$ cat config.mk
export PLATFORM = sky130hd
export DESIGN_NAME = rtc_register_map
export DESIGN_NICKNAME = d
export VERILOG_FILES = /design/src/include/rtc_pkg.sv /design/src/rtc_div_chain.sv /design/src/rtc_osc_tick.sv /design/src/rtc_register_map.sv
export VERILOG_INCLUDE_DIRS = /design/src /design/src/include
export SDC_FILE = /design/constraint.sdc
export NUM_CORES = 2
export LEC_CHECK = 0
export BUFFER_PORTS_ARGS = -buffer_cell sky130_fd_sc_hd__buf_4
export CAP_MARGIN = 10
export CORE_ASPECT_RATIO = 1.75
export CORE_UTILIZATION = 40
export DETAILED_ROUTE_END_ITERATION = 7
export PLACE_DENSITY = 0.58
export SKIP_LAST_GASP = 1
export SYNTH_ARGS = -nofsm -noshare
export SYNTH_HDL_FRONTEND = slang
export SYNTH_SLANG_ARGS = --single-unit
$ cat constraint.sdc
create_clock -name sys_clk -period 7.1 [get_ports sys_clk]
set_input_delay 1.42 -clock sys_clk [delete_from_list [all_inputs] [get_ports sys_clk]]
set_output_delay 1.42 -clock sys_clk [all_outputs]
set_load 0.01 [all_outputs]
$ cat src/include/rtc_consts.svh
// Register offsets, field positions and timing counts of the clock register map
`ifndef RTC_CONSTS_SVH
`define RTC_CONSTS_SVH

`define RTC_OFS_SEC       7'h00
`define RTC_OFS_ALM_SEC   7'h01
`define RTC_OFS_MIN       7'h02
`define RTC_OFS_ALM_MIN   7'h03
`define RTC_OFS_HOUR      7'h04
`define RTC_OFS_ALM_HOUR  7'h05
`define RTC_OFS_DOW       7'h06
`define RTC_OFS_DATE      7'h07
`define RTC_OFS_MONTH     7'h08
`define RTC_OFS_YEAR      7'h09
`define RTC_OFS_CTRL_A    7'h0a
`define RTC_OFS_CTRL_B    7'h0b
`define RTC_OFS_FLAGS     7'h0c
`define RTC_OFS_BATT      7'h0d
`define RTC_RAM_FIRST     7'h0e
`define RTC_RAM_LAST      7'h7f

// Control register B bit positions
`define RTC_B_FREEZE      7
`define RTC_B_PER_IE      6
`define RTC_B_ALM_IE      5
`define RTC_B_UPD_IE      4
`define RTC_B_SQ_EN       3
`define RTC_B_FMT         2
`define RTC_B_H24         1
`define RTC_B_SUMMER      0

// Reset values and codes of control fields
`define RTC_A_RESET       7'h00
`define RTC_B_RESET       8'h00
`define RTC_OSC_KEEP_TIME 3'h2
`define RTC_RATE_OFF      4'hf

// Timebase and update timing
`define RTC_SYS_HZ        26'h262_5a00
`define RTC_OSC_HZ        26'h000_8000
`define RTC_PEND_LEAD_NS  64'h0000_0000_0003_b920
`define RTC_PEND_LEAD_TICKS 15'((`RTC_PEND_LEAD_NS * 64'h8000 + 64'h3b9a_c9ff) / 64'h3b9a_ca00)
`define RTC_FIRST_UPD_MS  32'h0000_01f4
`define RTC_FIRST_UPD_TICKS 16'((`RTC_FIRST_UPD_MS * 32'h0000_8000) / 32'h0000_03e8)

`endif

$ cat src/include/rtc_pkg.sv
// Types shared by the clock register map modules
package rtc_pkg;

    typedef struct packed {
        logic       wrEn;
        logic       rdEn;
        logic [6:0] addr;
        logic [7:0] data;
    } rtc_bus_req_type;

    typedef struct packed {
        logic [7:0] sec;
        logic [7:0] min;
        logic [7:0] hour;
        logic [7:0] dow;
        logic [7:0] date;
        logic [7:0] month;
        logic [7:0] year;
    } rtc_time_type;

endpackage

$ cat src/rtc_div_chain.sv
// Fifteen-stage count-up chain, periodic tap select and update window
`timescale 1ns/1ps
`default_nettype none
`include "rtc_consts.svh"

module rtc_div_chain #(
    parameter logic [63:0] RATE_TAPS = 64'hdcba_9876_5432_1fff
) (
    input  wire logic       sys_clk,
    input  wire logic       rst_n,
    input  wire logic       oscTick,
    input  wire logic [2:0] oscCtrl,
    input  wire logic       preload,
    input  wire logic [3:0] rateSel,
    output logic            secTick,
    output logic            pendWindow,
    output logic            tapLevel,
    output logic            tapEdge
);

    logic [14:0] cnt_r;
    logic        tapPrev_r;
    logic        run;
    logic        hold;
    logic [3:0]  tapIdx;

    assign run  = (oscCtrl == `RTC_OSC_KEEP_TIME);
    assign hold = (oscCtrl[2:1] == 2'b11);

    // Preload beats hold: in the write cycle hold still shows the old code
    always_ff @(posedge sys_clk) begin
        if (!rst_n) begin
            cnt_r <= 15'h0000;
        end else if (preload) begin
            cnt_r <= 15'(16'h8000 - `RTC_FIRST_UPD_TICKS);
        end else if (hold) begin
            cnt_r <= 15'h0000;
        end else if (run && oscTick) begin
            cnt_r <= cnt_r + 15'h0001;
        end
    end

    always_ff @(posedge sys_clk) begin
        if (!rst_n) begin
            secTick <= 1'b0;
        end else begin
            secTick <= run && oscTick && !preload && (cnt_r == 15'h7fff);
        end
    end

    // Last few timebase ticks before the wrap carry the update warning
    assign pendWindow = run && (cnt_r >= 15'h7fff - `RTC_PEND_LEAD_TICKS + 15'h0001);

    assign tapIdx   = RATE_TAPS[{rateSel, 2'b00} +: 4];
    assign tapLevel = (tapIdx != `RTC_RATE_OFF) && cnt_r[tapIdx];

    always_ff @(posedge sys_clk) begin
        if (!rst_n) begin
            tapPrev_r <= 1'b0;
            tapEdge   <= 1'b0;
        end else begin
            tapPrev_r <= tapLevel;
            tapEdge   <= tapLevel && !tapPrev_r;
        end
    end

endmodule // rtc_div_chain
`default_nettype wire

$ cat src/rtc_osc_tick.sv
// Fractional divider making the 32.768 kHz timebase enable from sys_clk
`timescale 1ns/1ps
`default_nettype none
`include "rtc_consts.svh"

module rtc_osc_tick (
    input  wire logic sys_clk,
    input  wire logic rst_n,
    output logic      oscTick
);

    logic [25:0] acc_r;
    logic [25:0] accSum;

    // Phase accumulator keeps the average rate exact with no drift
    assign accSum = acc_r + `RTC_OSC_HZ;

    always_ff @(posedge sys_clk) begin
        if (!rst_n) begin
            acc_r   <= 26'h000_0000;
            oscTick <= 1'b0;
        end else if (accSum >= `RTC_SYS_HZ) begin
            acc_r   <= accSum - `RTC_SYS_HZ;
            oscTick <= 1'b1;
        end else begin
            acc_r   <= accSum;
            oscTick <= 1'b0;
        end
    end

endmodule // rtc_osc_tick
`default_nettype wire

$ cat src/rtc_register_map.sv
// Clock register map: time, alarm, control, status and general RAM
// How it works
// - All 128 bytes host readable, all but flag and battery bytes writable
// - Flag and battery status bytes ignore writes
// - Update pending bit read-only; writes touch low seven
// - Seconds bit 7 always reads zero
// - Format 0 counts in packed decimal digits
// - Format 1 counts in plain binary
// - Time and RAM contents undefined at power-up
// - Stray ones in time bytes accepted, later overwritten
// - Control bytes accessible even during update
// - Pending bit leads every update by 244 us
// - Time bytes stable while pending bit is low
// - Pending bit ignores external reset pin
// - Freeze bit blocks updates, clears pending bit
// - Only oscillator code 010 keeps time
// - Codes 11x hold the divider chain cleared
// - First update 500 ms after writing 010
// - Rate code picks a tap or none
// - Tap drives square wave and periodic flag
// - Rate code survives external reset pin
// - Format bit 1 binary, 0 packed decimal
// - Hour bit 1 means 24-hour counting
// - Hour bit 7 marks afternoon in 12-hour mode
// - Flag read or reset pin clears flags
`timescale 1ns/1ps
`default_nettype none
`include "rtc_consts.svh"

module rtc_register_map #(
    parameter logic [63:0] RATE_TAPS = 64'hdcba_9876_5432_1fff
) (
    input  wire logic                     sys_clk,
    input  wire logic                     rst_n,
    input  wire rtc_pkg::rtc_bus_req_type busReq,
    input  wire logic                     resetPin_n,
    input  wire logic                     backupValid,
    output logic [7:0]                    busRdData,
    output logic                          busRdValid,
    output logic                          irqOut_n,
    output logic                          squareWaveOut
);

    ////////////////////////////////////////////////////////////////////////////
    // Storage

    rtc_pkg::rtc_time_type timeNow_r;
    rtc_pkg::rtc_time_type timeNxt;
    logic [7:0]  almSec_r;
    logic [7:0]  almMin_r;
    logic [7:0]  almHour_r;
    logic [6:0]  ctrlA_r;
    logic [7:0]  ctrlB_r;
    logic        pending_r;
    logic        periodicFlag_r;
    logic        alarmFlag_r;
    logic        updateFlag_r;
    logic [7:0]  nvRam [`RTC_RAM_FIRST:`RTC_RAM_LAST];

    logic        oscTick;
    logic        secTick;
    logic        pendWindow;
    logic        tapLevel;
    logic        tapEdge;
    logic        doUpdate;
    logic        alarmHit;
    logic        wrA;
    logic        wrB;
    logic        rdFlags;
    logic        startOsc;
    logic        irqSummary;
    logic        freeze;
    logic        fmtBin;
    logic        hour24;

    assign freeze = ctrlB_r[`RTC_B_FREEZE];
    assign fmtBin = ctrlB_r[`RTC_B_FMT];
    assign hour24 = ctrlB_r[`RTC_B_H24];

    ////////////////////////////////////////////////////////////////////////////
    // Format conversion and calendar arithmetic

    function automatic logic [7:0] toBin(input logic [7:0] v, input logic bin);
        return bin ? v : ({4'h0, v[7:4]} * 8'h0a) + {4'h0, v[3:0]};
    endfunction

    function automatic logic [7:0] fromBin(input logic [7:0] v, input logic bin);
        return bin ? v : {4'(v / 8'h0a), 4'(v % 8'h0a)};
    endfunction

    function automatic logic [7:0] monthDays(input logic [7:0] mo, input logic [7:0] yr);
        logic [7:0] d;
        d = 8'h1f;
        unique case (mo)
            8'h04, 8'h06, 8'h09, 8'h0b: d = 8'h1e;
            8'h02: d = (yr[1:0] == 2'b00) ? 8'h1d : 8'h1c;
            default: d = 8'h1f;
        endcase
        return d;
    endfunction

    // Stray bits above each field are dropped here, so an update rewrites them
    function automatic rtc_pkg::rtc_time_type nextTime(input rtc_pkg::rtc_time_type t,
                                                       input logic bin,
                                                       input logic h24);
        rtc_pkg::rtc_time_type n;
        logic [7:0] s;
        logic [7:0] m;
        logic [7:0] h;
        logic [7:0] dw;
        logic [7:0] dt;
        logic [7:0] mo;
        logic [7:0] yr;
        logic       pm;
        logic       dayRoll;
        n       = t;
        s       = toBin({1'b0, t.sec[6:0]}, bin);
        m       = toBin({1'b0, t.min[6:0]}, bin);
        h       = toBin({2'b00, t.hour[5:0]}, bin);
        dw      = {5'h00, t.dow[2:0]};
        dt      = toBin({2'b00, t.date[5:0]}, bin);
        mo      = toBin({3'h0, t.month[4:0]}, bin);
        yr      = toBin(t.year, bin);
        pm      = t.hour[7];
        dayRoll = 1'b0;
        if (s < 8'h3b) begin
            s = s + 8'h01;
        end else begin
            s = 8'h00;
            if (m < 8'h3b) begin
                m = m + 8'h01;
            end else begin
                m = 8'h00;
                if (h24) begin
                    dayRoll = (h >= 8'h17);
                    h       = dayRoll ? 8'h00 : h + 8'h01;
                end else if (h == 8'h0b) begin
                    h       = 8'h0c;
                    dayRoll = pm;
                    pm      = !pm;
                end else begin
                    h = (h >= 8'h0c) ? 8'h01 : h + 8'h01;
                end
            end
        end
        if (dayRoll) begin
            dw = (dw >= 8'h07) ? 8'h01 : dw + 8'h01;
            if (dt >= monthDays(mo, yr)) begin
                dt = 8'h01;
                if (mo >= 8'h0c) begin
                    mo = 8'h01;
                    yr = (yr >= 8'h63) ? 8'h00 : yr + 8'h01;
                end else begin
                    mo = mo + 8'h01;
                end
            end else begin
                dt = dt + 8'h01;
            end
        end
        n.sec   = fromBin(s, bin);
        n.min   = fromBin(m, bin);
        n.hour  = (h24 ? 8'h00 : {pm, 7'h00}) | fromBin(h, bin);
        n.dow   = dw;
        n.date  = fromBin(dt, bin);
        n.month = fromBin(mo, bin);
        n.year  = fromBin(yr, bin);
        return n;
    endfunction

    function automatic logic fieldMatch(input logic [7:0] alm, input logic [7:0] cur);
        return (alm[7:6] == 2'b11) || (alm == cur);
    endfunction

    ////////////////////////////////////////////////////////////////////////////
    // Timebase and divider chain

    rtc_osc_tick u_tick (
        .sys_clk (sys_clk),
        .rst_n   (rst_n),
        .oscTick (oscTick)
    );

    rtc_div_chain #(
        .RATE_TAPS (RATE_TAPS)
    ) u_div (
        .sys_clk   (sys_clk),
        .rst_n     (rst_n),
        .oscTick   (oscTick),
        .oscCtrl   (ctrlA_r[6:4]),
        .preload   (startOsc),
        .rateSel   (ctrlA_r[3:0]),
        .secTick   (secTick),
        .pendWindow (pendWindow),
        .tapLevel  (tapLevel),
        .tapEdge   (tapEdge)
    );

    ////////////////////////////////////////////////////////////////////////////
    // Access decode

    assign wrA      = busReq.wrEn && (busReq.addr == `RTC_OFS_CTRL_A);
    assign wrB      = busReq.wrEn && (busReq.addr == `RTC_OFS_CTRL_B);
    assign rdFlags  = busReq.rdEn && (busReq.addr == `RTC_OFS_FLAGS);
    // Restart the half-second phase only when timekeeping is switched on
    assign startOsc = wrA && (busReq.data[6:4] == `RTC_OSC_KEEP_TIME)
                      && (ctrlA_r[6:4] != `RTC_OSC_KEEP_TIME);
    assign doUpdate = secTick && !freeze;
    assign timeNxt  = nextTime(timeNow_r, fmtBin, hour24);
    assign alarmHit = fieldMatch(almSec_r, timeNxt.sec)
                      && fieldMatch(almMin_r, timeNxt.min)
                      && fieldMatch(almHour_r, timeNxt.hour);

    ////////////////////////////////////////////////////////////////////////////
    // Time bytes: advanced by update, host write lands last

    // No reset here: time bytes are undefined until software sets them
    always_ff @(posedge sys_clk) begin
        if (doUpdate) begin
            timeNow_r <= timeNxt;
        end
        if (busReq.wrEn) begin
            unique case (busReq.addr)
                `RTC_OFS_SEC:   timeNow_r.sec   <= {1'b0, busReq.data[6:0]};
                `RTC_OFS_MIN:   timeNow_r.min   <= busReq.data;
                `RTC_OFS_HOUR:  timeNow_r.hour  <= busReq.data;
                `RTC_OFS_DOW:   timeNow_r.dow   <= busReq.data;
                `RTC_OFS_DATE:  timeNow_r.date  <= busReq.data;
                `RTC_OFS_MONTH: timeNow_r.month <= busReq.data;
                `RTC_OFS_YEAR:  timeNow_r.year  <= busReq.data;
                default: ;
            endcase
        end
    end

    always_ff @(posedge sys_clk) begin
        if (busReq.wrEn) begin
            unique case (busReq.addr)
                `RTC_OFS_ALM_SEC:  almSec_r  <= busReq.data;
                `RTC_OFS_ALM_MIN:  almMin_r  <= busReq.data;
                `RTC_OFS_ALM_HOUR: almHour_r <= busReq.data;
                default: ;
            endcase
        end
    end

    always_ff @(posedge sys_clk) begin
        if (busReq.wrEn && (busReq.addr >= `RTC_RAM_FIRST)) begin
            nvRam[busReq.addr] <= busReq.data;
        end
    end

    ////////////////////////////////////////////////////////////////////////////
    // Control registers

    always_ff @(posedge sys_clk) begin
        if (!rst_n) begin
            ctrlA_r <= `RTC_A_RESET;
        end else if (wrA) begin
            ctrlA_r <= busReq.data[6:0];
        end
    end

    always_ff @(posedge sys_clk) begin
        if (!rst_n) begin
            ctrlB_r <= `RTC_B_RESET;
        end else begin
            if (wrB) begin
                ctrlB_r <= busReq.data;
                if (busReq.data[`RTC_B_FREEZE]) begin
                    ctrlB_r[`RTC_B_UPD_IE] <= 1'b0;
                end
            end
            // Pin reset drops enables but keeps freeze, format and summer time
            if (!resetPin_n) begin
                ctrlB_r[`RTC_B_PER_IE] <= 1'b0;
                ctrlB_r[`RTC_B_ALM_IE] <= 1'b0;
                ctrlB_r[`RTC_B_UPD_IE] <= 1'b0;
                ctrlB_r[`RTC_B_SQ_EN]  <= 1'b0;
            end
        end
    end

    // Pending bit follows update timing and the freeze bit; the reset pin is not looked at
    always_ff @(posedge sys_clk) begin
        if (!rst_n) begin
            pending_r <= 1'b0;
        end else if (wrB && busReq.data[`RTC_B_FREEZE]) begin
            pending_r <= 1'b0;
        end else begin
            pending_r <= pendWindow && !freeze;
        end
    end

    ////////////////////////////////////////////////////////////////////////////
    // Status flags: an event in the clearing cycle survives

    always_ff @(posedge sys_clk) begin
        if (!rst_n) begin
            periodicFlag_r <= 1'b0;
            alarmFlag_r    <= 1'b0;
            updateFlag_r   <= 1'b0;
        end else begin
            if (rdFlags || !resetPin_n) begin
                periodicFlag_r <= 1'b0;
                alarmFlag_r    <= 1'b0;
                updateFlag_r   <= 1'b0;
            end
            if (tapEdge) begin
                periodicFlag_r <= 1'b1;
            end
            if (doUpdate) begin
                updateFlag_r <= 1'b1;
                if (alarmHit) begin
                    alarmFlag_r <= 1'b1;
                end
            end
        end
    end

    assign irqSummary = (periodicFlag_r && ctrlB_r[`RTC_B_PER_IE])
                        || (alarmFlag_r && ctrlB_r[`RTC_B_ALM_IE])
                        || (updateFlag_r && ctrlB_r[`RTC_B_UPD_IE]);

    ////////////////////////////////////////////////////////////////////////////
    // Pins

    always_ff @(posedge sys_clk) begin
        if (!rst_n) begin
            irqOut_n      <= 1'b1;
            squareWaveOut <= 1'b0;
        end else begin
            irqOut_n      <= !irqSummary;
            squareWaveOut <= ctrlB_r[`RTC_B_SQ_EN] && tapLevel;
        end
    end

    ////////////////////////////////////////////////////////////////////////////
    // Read port, one cycle latency

    always_ff @(posedge sys_clk) begin
        if (!rst_n) begin
            busRdData  <= 8'h00;
            busRdValid <= 1'b0;
        end else begin
            busRdValid <= busReq.rdEn;
            if (busReq.rdEn) begin
                unique case (busReq.addr)
                    `RTC_OFS_SEC:      busRdData <= {1'b0, timeNow_r.sec[6:0]};
                    `RTC_OFS_ALM_SEC:  busRdData <= almSec_r;
                    `RTC_OFS_MIN:      busRdData <= timeNow_r.min;
                    `RTC_OFS_ALM_MIN:  busRdData <= almMin_r;
                    `RTC_OFS_HOUR:     busRdData <= timeNow_r.hour;
                    `RTC_OFS_ALM_HOUR: busRdData <= almHour_r;
                    `RTC_OFS_DOW:      busRdData <= timeNow_r.dow;
                    `RTC_OFS_DATE:     busRdData <= timeNow_r.date;
                    `RTC_OFS_MONTH:    busRdData <= timeNow_r.month;
                    `RTC_OFS_YEAR:     busRdData <= timeNow_r.year;
                    `RTC_OFS_CTRL_A:   busRdData <= {pending_r, ctrlA_r};
                    `RTC_OFS_CTRL_B:   busRdData <= ctrlB_r;
                    `RTC_OFS_FLAGS:    busRdData <= {irqSummary, periodicFlag_r,
                                                     alarmFlag_r, updateFlag_r,
                                                     4'h0};
                    `RTC_OFS_BATT:     busRdData <= {backupValid, 7'h00};
                    default:           busRdData <= nvRam[busReq.addr];
                endcase
            end
        end
    end

endmodule // rtc_register_map
`default_nettype wire
# After elaboration in Yosys (flattened, before gate mapping)

Memory sizes are Yosys's and may differ from the RTL's.
Index checks and enable logic that the tools add are counted.

Register bits: 155
RAM bits: 912
Input bits: 21
Output and inout port bits: 11
Memories: 1

Memory list:

| memory | words | width | read ports | clocked after memory_dff | write ports | RTL line               | text |
|---|---|---|---|---|---|---|---|
| nvRam  | 114   | 8     | 1          | 0                        | 1           | rtc_register_map.sv:58 | `` logic [7:0] nvRam [`RTC_RAM_FIRST:`RTC_RAM_LAST]; `` |

$add $sub $neg: 16
$mul: 6
Div/mod/pow operators: 12
Magnitude comparators: 12
Eq/ne operators: 31
Shifts and indexed selects: 1
Multiplexer cells: 69
Bitwise gates (word level): 2
Reduce and logical (&&, ||, !) cells: 45

Operator list:

| operator                                                                     | number |
|---|---|
| 8-bit 2-to-1 mux                                                             | 33 |
| 56-bit 2-to-1 mux                                                            | 2 |
| 8-bit case mux with 14 select lines                                          | 1 |
| 64-bit by 7-bit variable part select with 4-bit output, first input constant | 1 |
| 7-bit by 4-bit equality test with 1-bit output, second input constant        | 7 |
| 8-bit by 4-bit divider with 8-bit output, second input constant              | 6 |
| 8-bit by 4-bit modulo with 8-bit output, second input constant               | 6 |
| 15-bit 2-to-1 mux                                                            | 3 |
| 7-bit 2-to-1 mux                                                             | 5 |
| 7-bit by 3-bit equality test with 1-bit output, second input constant        | 4 |
| 26-bit by 16-bit adder with 26-bit output, second input constant             | 1 |
| 26-bit >= comparator, second input constant                                  | 1 |
| 26-bit 2-to-1 mux                                                            | 1 |
| 26-bit subtractor, second input constant                                     | 1 |
| 8-bit by 1-bit adder with 8-bit output, second input constant                | 3 |
| 8-bit equality test                                                          | 3 |
| 1-bit logical AND                                                            | 21 |
| 1-bit 2-to-1 mux                                                             | 19 |
| 7-bit by 1-bit adder with 8-bit output, second input constant                | 2 |
| 7-bit by 4-bit adder with 8-bit output                                       | 2 |
| 8-bit by 6-bit less-than comparator with 1-bit output, second input constant | 2 |
| 15-bit by 1-bit adder with 15-bit output, second input constant              | 1 |
| 15-bit equality test, second input constant                                  | 1 |
| 15-bit >= comparator, second input constant                                  | 1 |
| 41 further kinds                                                             | 67 |

# Depth between registers and ports, before layout

Word-level depth: 17
Mapped depth: 32
Gate-level depth less buffers: 27

# Cells and area by module

From an unflattened synthesis, not the netlist that was laid out.

Cells, all modules: 3193
Area, all modules: 48320.1 um^2

Modules (own cells, without submodules):

| module           | times used | cells an instance | area each (um^2) | sequential area each (um^2) |
|---|---|---|---|---|
| rtc_register_map | 1          | 2879              | 45834.0          | 29808.6 |
| rtc_osc_tick     | 1          | 176               | 1396.3           | 360.3 |
| rtc_div_chain    | 1          | 138               | 1089.8           | 360.3 |

# Least setup slack after synthesis

No wires, ideal clock.

Kind: register to register
Start: reg ctrlB_r[2]
End: reg timeNow_r[2] (netlist bit)
Library setup time: 74 ps
Data arrival time: 5848 ps
Slack: 1178 ps
Cell stages (with the launch flop): 30
Buffers on the path: 9
Clock period less this slack: 5922 ps
Path through: dfxtp_1 buf_4 buf_2 buf_4 buf_2 buf_2 clkbuf_1 clkbuf_1 clkbuf_1 o21ai_0 nor3_1 a21oi_1 ha_1 inv_1 a21boi_0 o21a_1 a21oi_1 nor4_4 nand3_1 o21a_1 buf_2 nor3_2 a211oi_1 o31ai_4 xnor2_1 ha_1 nor3b_1 o31ai_1 nand3_1 a31oi_1

Word-level cells in the longest chain between the ends: 13

RTL lines:

| element                                                                      | RTL line                                       | text |
|---|---|---|
| start: declaration                                                           | rtc_register_map.sv:53                         | `logic [7:0] ctrlB_r;` |
| start signal: assignment                                                     | rtc_register_map.sv:265                        | `` ctrlB_r <= `RTC_B_RESET; `` |
| start signal: assignment                                                     | rtc_register_map.sv:268                        | `ctrlB_r <= busReq.data;` |
| 6-bit 2-to-1 mux / 8-bit 2-to-1 mux (equally long branches)                  | rtc_register_map.sv:84                         | `return bin ? v : ({4'h0, v[7:4]} * 8'h0a) + {4'h0, v[3:0]};` |
| 6-bit by 3-bit equality test with 1-bit output, or another cell as far along | rtc_register_map.sv:94                         | `unique case (mo)` |
| 4-bit OR reduction / 1-bit 2-to-1 mux (equally long branches)                | rtc_register_map.sv:94, rtc_register_map.sv:96 |  |
| 2-bit case mux with 2 select lines                                           | rtc_register_map.sv:94                         |  |
| 8-bit 2-to-1 mux                                                             | rtc_register_map.sv:146                        | `if (dayRoll) begin` |
| 7-bit by 8-bit >= comparator with 1-bit output                               | rtc_register_map.sv:148                        | `if (dt >= monthDays(mo, yr)) begin` |
| 8-bit 2-to-1 mux                                                             | rtc_register_map.sv:148                        |  |
| 8-bit 2-to-1 mux                                                             | rtc_register_map.sv:146                        |  |
| 8-bit by 4-bit modulo with 8-bit output                                      | rtc_register_map.sv:88                         | `return bin ? v : {4'(v / 8'h0a), 4'(v % 8'h0a)};` |
| 8-bit 2-to-1 mux (*)                                                         | rtc_register_map.sv:88                         |  |
| 56-bit 2-to-1 mux (*)                                                        | rtc_register_map.sv:218                        | `if (doUpdate) begin` |
| 8-bit 2-to-1 mux                                                             | rtc_register_map.sv:222                        | `unique case (busReq.addr)` |
| 56-bit 2-to-1 mux (*)                                                        | rtc_register_map.sv:221                        | `if (busReq.wrEn) begin` |
| end signal: assignment                                                       | rtc_register_map.sv:219                        | `timeNow_r <= timeNxt;` |
| end: declaration                                                             | rtc_register_map.sv:47                         | `rtc_pkg::rtc_time_type timeNow_r;` |

Mark *: on every way between the ends. The rest lies on a longest branch, timed or not. The select of a mux whose other input is x is not followed.
A chain may end at the register's enable or synchronous reset.

# Final worst setup path

Start: reg timeNow_r[12] (netlist bit)
End: reg timeNow_r[2] (netlist bit)

Word-level cells in the longest chain between the ends: 15

RTL lines:

| element                                                                                                                 | RTL line |
|---|---|
| 1-bit by 3-bit multiplier with 4-bit output                                                                             | rtc_register_map.sv:84 |
| 5-bit by 4-bit adder with 6-bit output                                                                                  | rtc_register_map.sv:84 |
| 6-bit 2-to-1 mux (*)                                                                                                    | rtc_register_map.sv:84 |
| 6-bit by 3-bit equality test with 1-bit output / 6-bit by 4-bit equality test with 1-bit output (equally long branches) | rtc_register_map.sv:94 |
| 4-bit OR reduction                                                                                                      | rtc_register_map.sv:94 |
| 2-bit case mux with 2 select lines                                                                                      | rtc_register_map.sv:94 |
| 8-bit 2-to-1 mux                                                                                                        | rtc_register_map.sv:146 |
| 7-bit by 8-bit >= comparator with 1-bit output                                                                          | rtc_register_map.sv:148 |
| 8-bit 2-to-1 mux (*)                                                                                                    | rtc_register_map.sv:148 |
| 8-bit 2-to-1 mux (*)                                                                                                    | rtc_register_map.sv:146 |
| 8-bit by 4-bit modulo with 8-bit output                                                                                 | rtc_register_map.sv:88 |
| 8-bit 2-to-1 mux (*)                                                                                                    | rtc_register_map.sv:88 |
| 56-bit 2-to-1 mux (*)                                                                                                   | rtc_register_map.sv:218 |
| 8-bit 2-to-1 mux                                                                                                        | rtc_register_map.sv:222 |
| 56-bit 2-to-1 mux (*)                                                                                                   | rtc_register_map.sv:221 |

Marks and branches as above.

==> results.sh <==
export IMPL_num_rows=166
export IMPL_p_total_mw=15.0
export IMPL_r2r_cells=24
export IMPL_pwr_share_clk_pct=33.0
export IMPL_achievable_frequency_ghz=0.155
export IMPL_finClkSkew_ns=0.0562
export IMPL_core_area_sq_um=117000
export IMPL_yosysSeqAreaShare_pct=64.3
export IMPL_drtIter0Drc=2781
export IMPL_nNetsFinal=3195
export IMPL_grt_overflow=0
export IMPL_synth_area_leaders="edfxtp_1 59%, mux4_2 14%, dfxtp_1 5.1%"
export IMPL_ctsResizeCount=0
export IMPL_setup_tns_ns=0
export IMPL_whs_endpoint="u_div.tapEdge"
export IMPL_grt_pass1_vias=29299
export IMPL_cts_made_buffers=95
export IMPL_ant_nets=0
export IMPL_hold_path_class="reg -> reg"
export IMPL_synth_area_per_cell_sq_um=15.3
export IMPL_grt_max_degree=97
export IMPL_io_buffers=31
export IMPL_clk_pin_slew_ns=0.07
export IMPL_worst_setup_path_type="reg -> reg"
export IMPL_synth_fp_nets=3185
export IMPL_ys_types=97
export IMPL_synth_edf_count=936
export IMPL_holdPathStages=1
export IMPL_drive_above_1_share_pct=17.9
export IMPL_post_cts_buffers=0
export IMPL_crit_required_ns=7.74
export IMPL_switching_share_pct=28.9
export IMPL_first_pass_iters=7
export IMPL_route_detailed_drc=0
export IMPL_synth_top_area_share_pct=59.2
export IMPL_dieArea_sq_um=120000
export IMPL_syn_inst=3098
export IMPL_numClockSinks=1057
export IMPL_cts_tree="yes"
export IMPL_r2r_end="timeNow_r[2]"
export IMPL_grt_pass1_wl_mm=194
export IMPL_hold_viol_final=0
export IMPL_cap_violations=0
export IMPL_place_gp_congestion=0.896
export IMPL_seqPwrFrac_pct=45.9
export IMPL_final_max_slew_viol_count=0
export IMPL_dieWidth_um=262
export IMPL_p_per_area_nw_per_um2=287
export IMPL_hold_start="u_div.tapPrev_r"
export IMPL_initial_core_util_pct=40.5
export IMPL_grt_setup_unrepaired="no"
export IMPL_irDropWorstVdd_mv=0.175
export IMPL_net_switching_power_mw=4.34
export IMPL_synth_seq_cells=1057
export IMPL_synth_top_cell_by_area="edfxtp_1"
export IMPL_finalSetupViolCount=0
export IMPL_cts_root_buf="clkbuf_16"
export IMPL_slew_headroom_pct=17.4
export IMPL_post_route_period_util_pct=90.8
export IMPL_crit_fanout=12
export IMPL_yosysWarnings=0
export IMPL_synth_ff_type="edfxtp_1"
export IMPL_p_leak_nw=16.5
export IMPL_wl_mm=130
export IMPL_async_flop_share_pct=0
export IMPL_arrival_ns=7.09
export IMPL_cellInternalPower_mw=10.7
export IMPL_rr_startpoint="timeNow_r[12]"
export IMPL_ioPinCount=32
export IMPL_post_drt_wl_per_cell_um=27.7
export IMPL_p_comb_share_pct=21.2
export IMPL_netlist_area_sq_um=47500
export IMPL_worstSkewPairLatency_ns=0.71
export IMPL_ctsHoldBuffers=0
export IMPL_cts_buffer_depth=3
export IMPL_critPathLaunchType="flop"
export IMPL_via_count=28099
export IMPL_min_period_ns=6.45
export IMPL_tightest_slew_ns=1.24
export IMPL_grt_antenna_before_repair=1
export IMPL_rrSetupSlack_ns=0.65
export IMPL_dp_hpwl_mm=86.5
export IMPL_h_tree_depth=3
export IMPL_status="finished clean"
export IMPL_endpoint_kind="flop"
export IMPL_area_growth_pct=10.3
export IMPL_globalRouteTotalUtil_pct=21.7
export IMPL_die_h_um=458
export IMPL_viasPerCell=5.98
[worst max-delay path, cell delays in order (launching register included)]
cell and delay (ns):
dfxtp_1 0.43, ha_1 0.22, ha_1 0.17, xnor2_1 0.12
nor2_1 0.05, a21oi_1 0.51, o21a_1 0.37, a21oi_1 0.13
ha_1 0.28, inv_1 0.06, a21boi_0 0.07, o21a_1 0.21
a21oi_1 0.52, nor4_4 0.19, a21oi_1 0.76, and2_1 0.31
o22ai_1 0.11, a211oi_1 0.43, o31ai_4 0.17, xnor2_1 0.24
ha_1 0.29, nor3b_1 0.16, o31ai_1 0.25, nand3_1 0.13
a31oi_1 0.18
[power groups by stage]
| stage | sequential (mW) | combinational (mW) | clock, mW |
|---|---|---|---|
| finish | 6.89 | 3.18 | 4.95 |
| global route | 6.89 | 3.45 | 5.24 |
| CTS | 6.89 | 3.15 | 5.04 |
| detailed placement | 7.02 | 3.14 | 0 |
| global placement | 7.02 | 3.04 | 0 |
| floorplan | 6.99 | 2.30 | 0 |
[cell families (layout without fill, tap and decap cells)]
family	count (synthesis)	in the layout	share of synthesized area, %
multiplexers	354	354	15.3
other	0	1	0
XOR/XNOR	82	82	1.51
AND/OR/NAND/NOR	807	807	7.94
adder cells (fa/ha/maj)	68	68	1.88
buffers and inverters	217	306	1.84
flip-flops	1057	1057	64.3
AO/OA/AOI/OAI	513	513	7.22
[worst max path at each step]
stage	slack [ns]	to	start	cells past startpoint
floorplan	1.18	timeNow_r[2]	ctrlB_r[2]	29
finish	0.65	timeNow_r[2]	timeNow_r[12]	24
CTS	0.83	timeNow_r[2]	timeNow_r[12]	24
global route	0.34	timeNow_r[3]	timeNow_r[12]	24
global placement	1.07	timeNow_r[2]	timeNow_r[12]	25
detailed placement	0.87	timeNow_r[2]	timeNow_r[12]	24
[metal layers]
metal	GRT usage, %	vias to the layer above	wire length (um)
li1	-	12306	-
met1	23.8	14567	46300
met2	40.9	956	71200
met3	2.56	270	5660
met4	11.4	0	7030
met5	0	-	0
[through the flow]
| step | area, sq um | setup slack, ns | std cells | hold slack (ns) | utilization [%] |
|---|---|---|---|---|---|
| final | 52300 | 0.651 | 4700 | 0.390 | 44.6 |
| after detailed placement | 49400 | 0.866 | 4523 | 0.380 | 42.1 |
| after global placement | 49400 | 1.07 | 4523 | 0.376 | 42.1 |
| after CTS | 52300 | 0.829 | 4699 | 0.391 | 44.6 |
| after global routing | 52300 | 0.335 | 4700 | 0.418 | 44.6 |
| after floorplan | 47500 | 1.18 | 3098 | 0.368 | - |
[cells in the final DEF, fill, tap and decap left out, drive strengths merged, types with 20 or more instances in the layout]
cell type and n:
xor2 32, nand3 93, buf 87, edfxtp 936
clkinv 46, a31oi 28, clkbuf 122, xnor2 50
nor3b 20, ha 60, nand2 193, a21oi 148
nor2 294, and2 22, a22oi 27, mux4 294
inv 44, mux2 27, nand2b 27, o21ai 112
dfxtp 121, mux2i 33, nor2b 20, nor3 40
[final cells by class]
type / count / area (sq um)
Tap cell: 1512 / 1890
Inverter: 43 / 166
Antenna cell: 1 / 2.50
Multi-Input combinational cell: 1824 / 16100
Fill cell: 10078 / 65000
Timing Repair Buffer: 87 / 743
Clock inverter: 54 / 412
Sequential cell: 1057 / 30500
Clock buffer: 122 / 2500
[synth_stat cells, types with 33 or more instances]
cell type,number
nor3_1,39
xnor2_1,50
mux2i_1,33
a21oi_1,145
ha_1,60
nand3_1,93
inv_1,41
mux4_2,294
nand2_1,193
clkbuf_1,120
nor2_1,294
dfxtp_1,121
edfxtp_1,936
o21ai_0,104
[sequential cells by signal, indices dropped and copies added, names as in the netlist]
signal	flops
timeNow_r	55
u_div.secTick	1
u_div.tapPrev_r	1
alarmFlag_r	1
u_tick.oscTick	1
busRdValid	1
u_div.cnt_r	15
u_tick.acc_r	17
almSec_r	8
irqOut_n	1
pending_r	1
almMin_r	8
periodicFlag_r	1
u_div.tapEdge	1
updateFlag_r	1
busRdData	8
squareWaveOut	1
ctrlB_r	8
ctrlA_r	7
nvRam	912
almHour_r	8
Note: power is estimated with default switching activity, not from simulation.
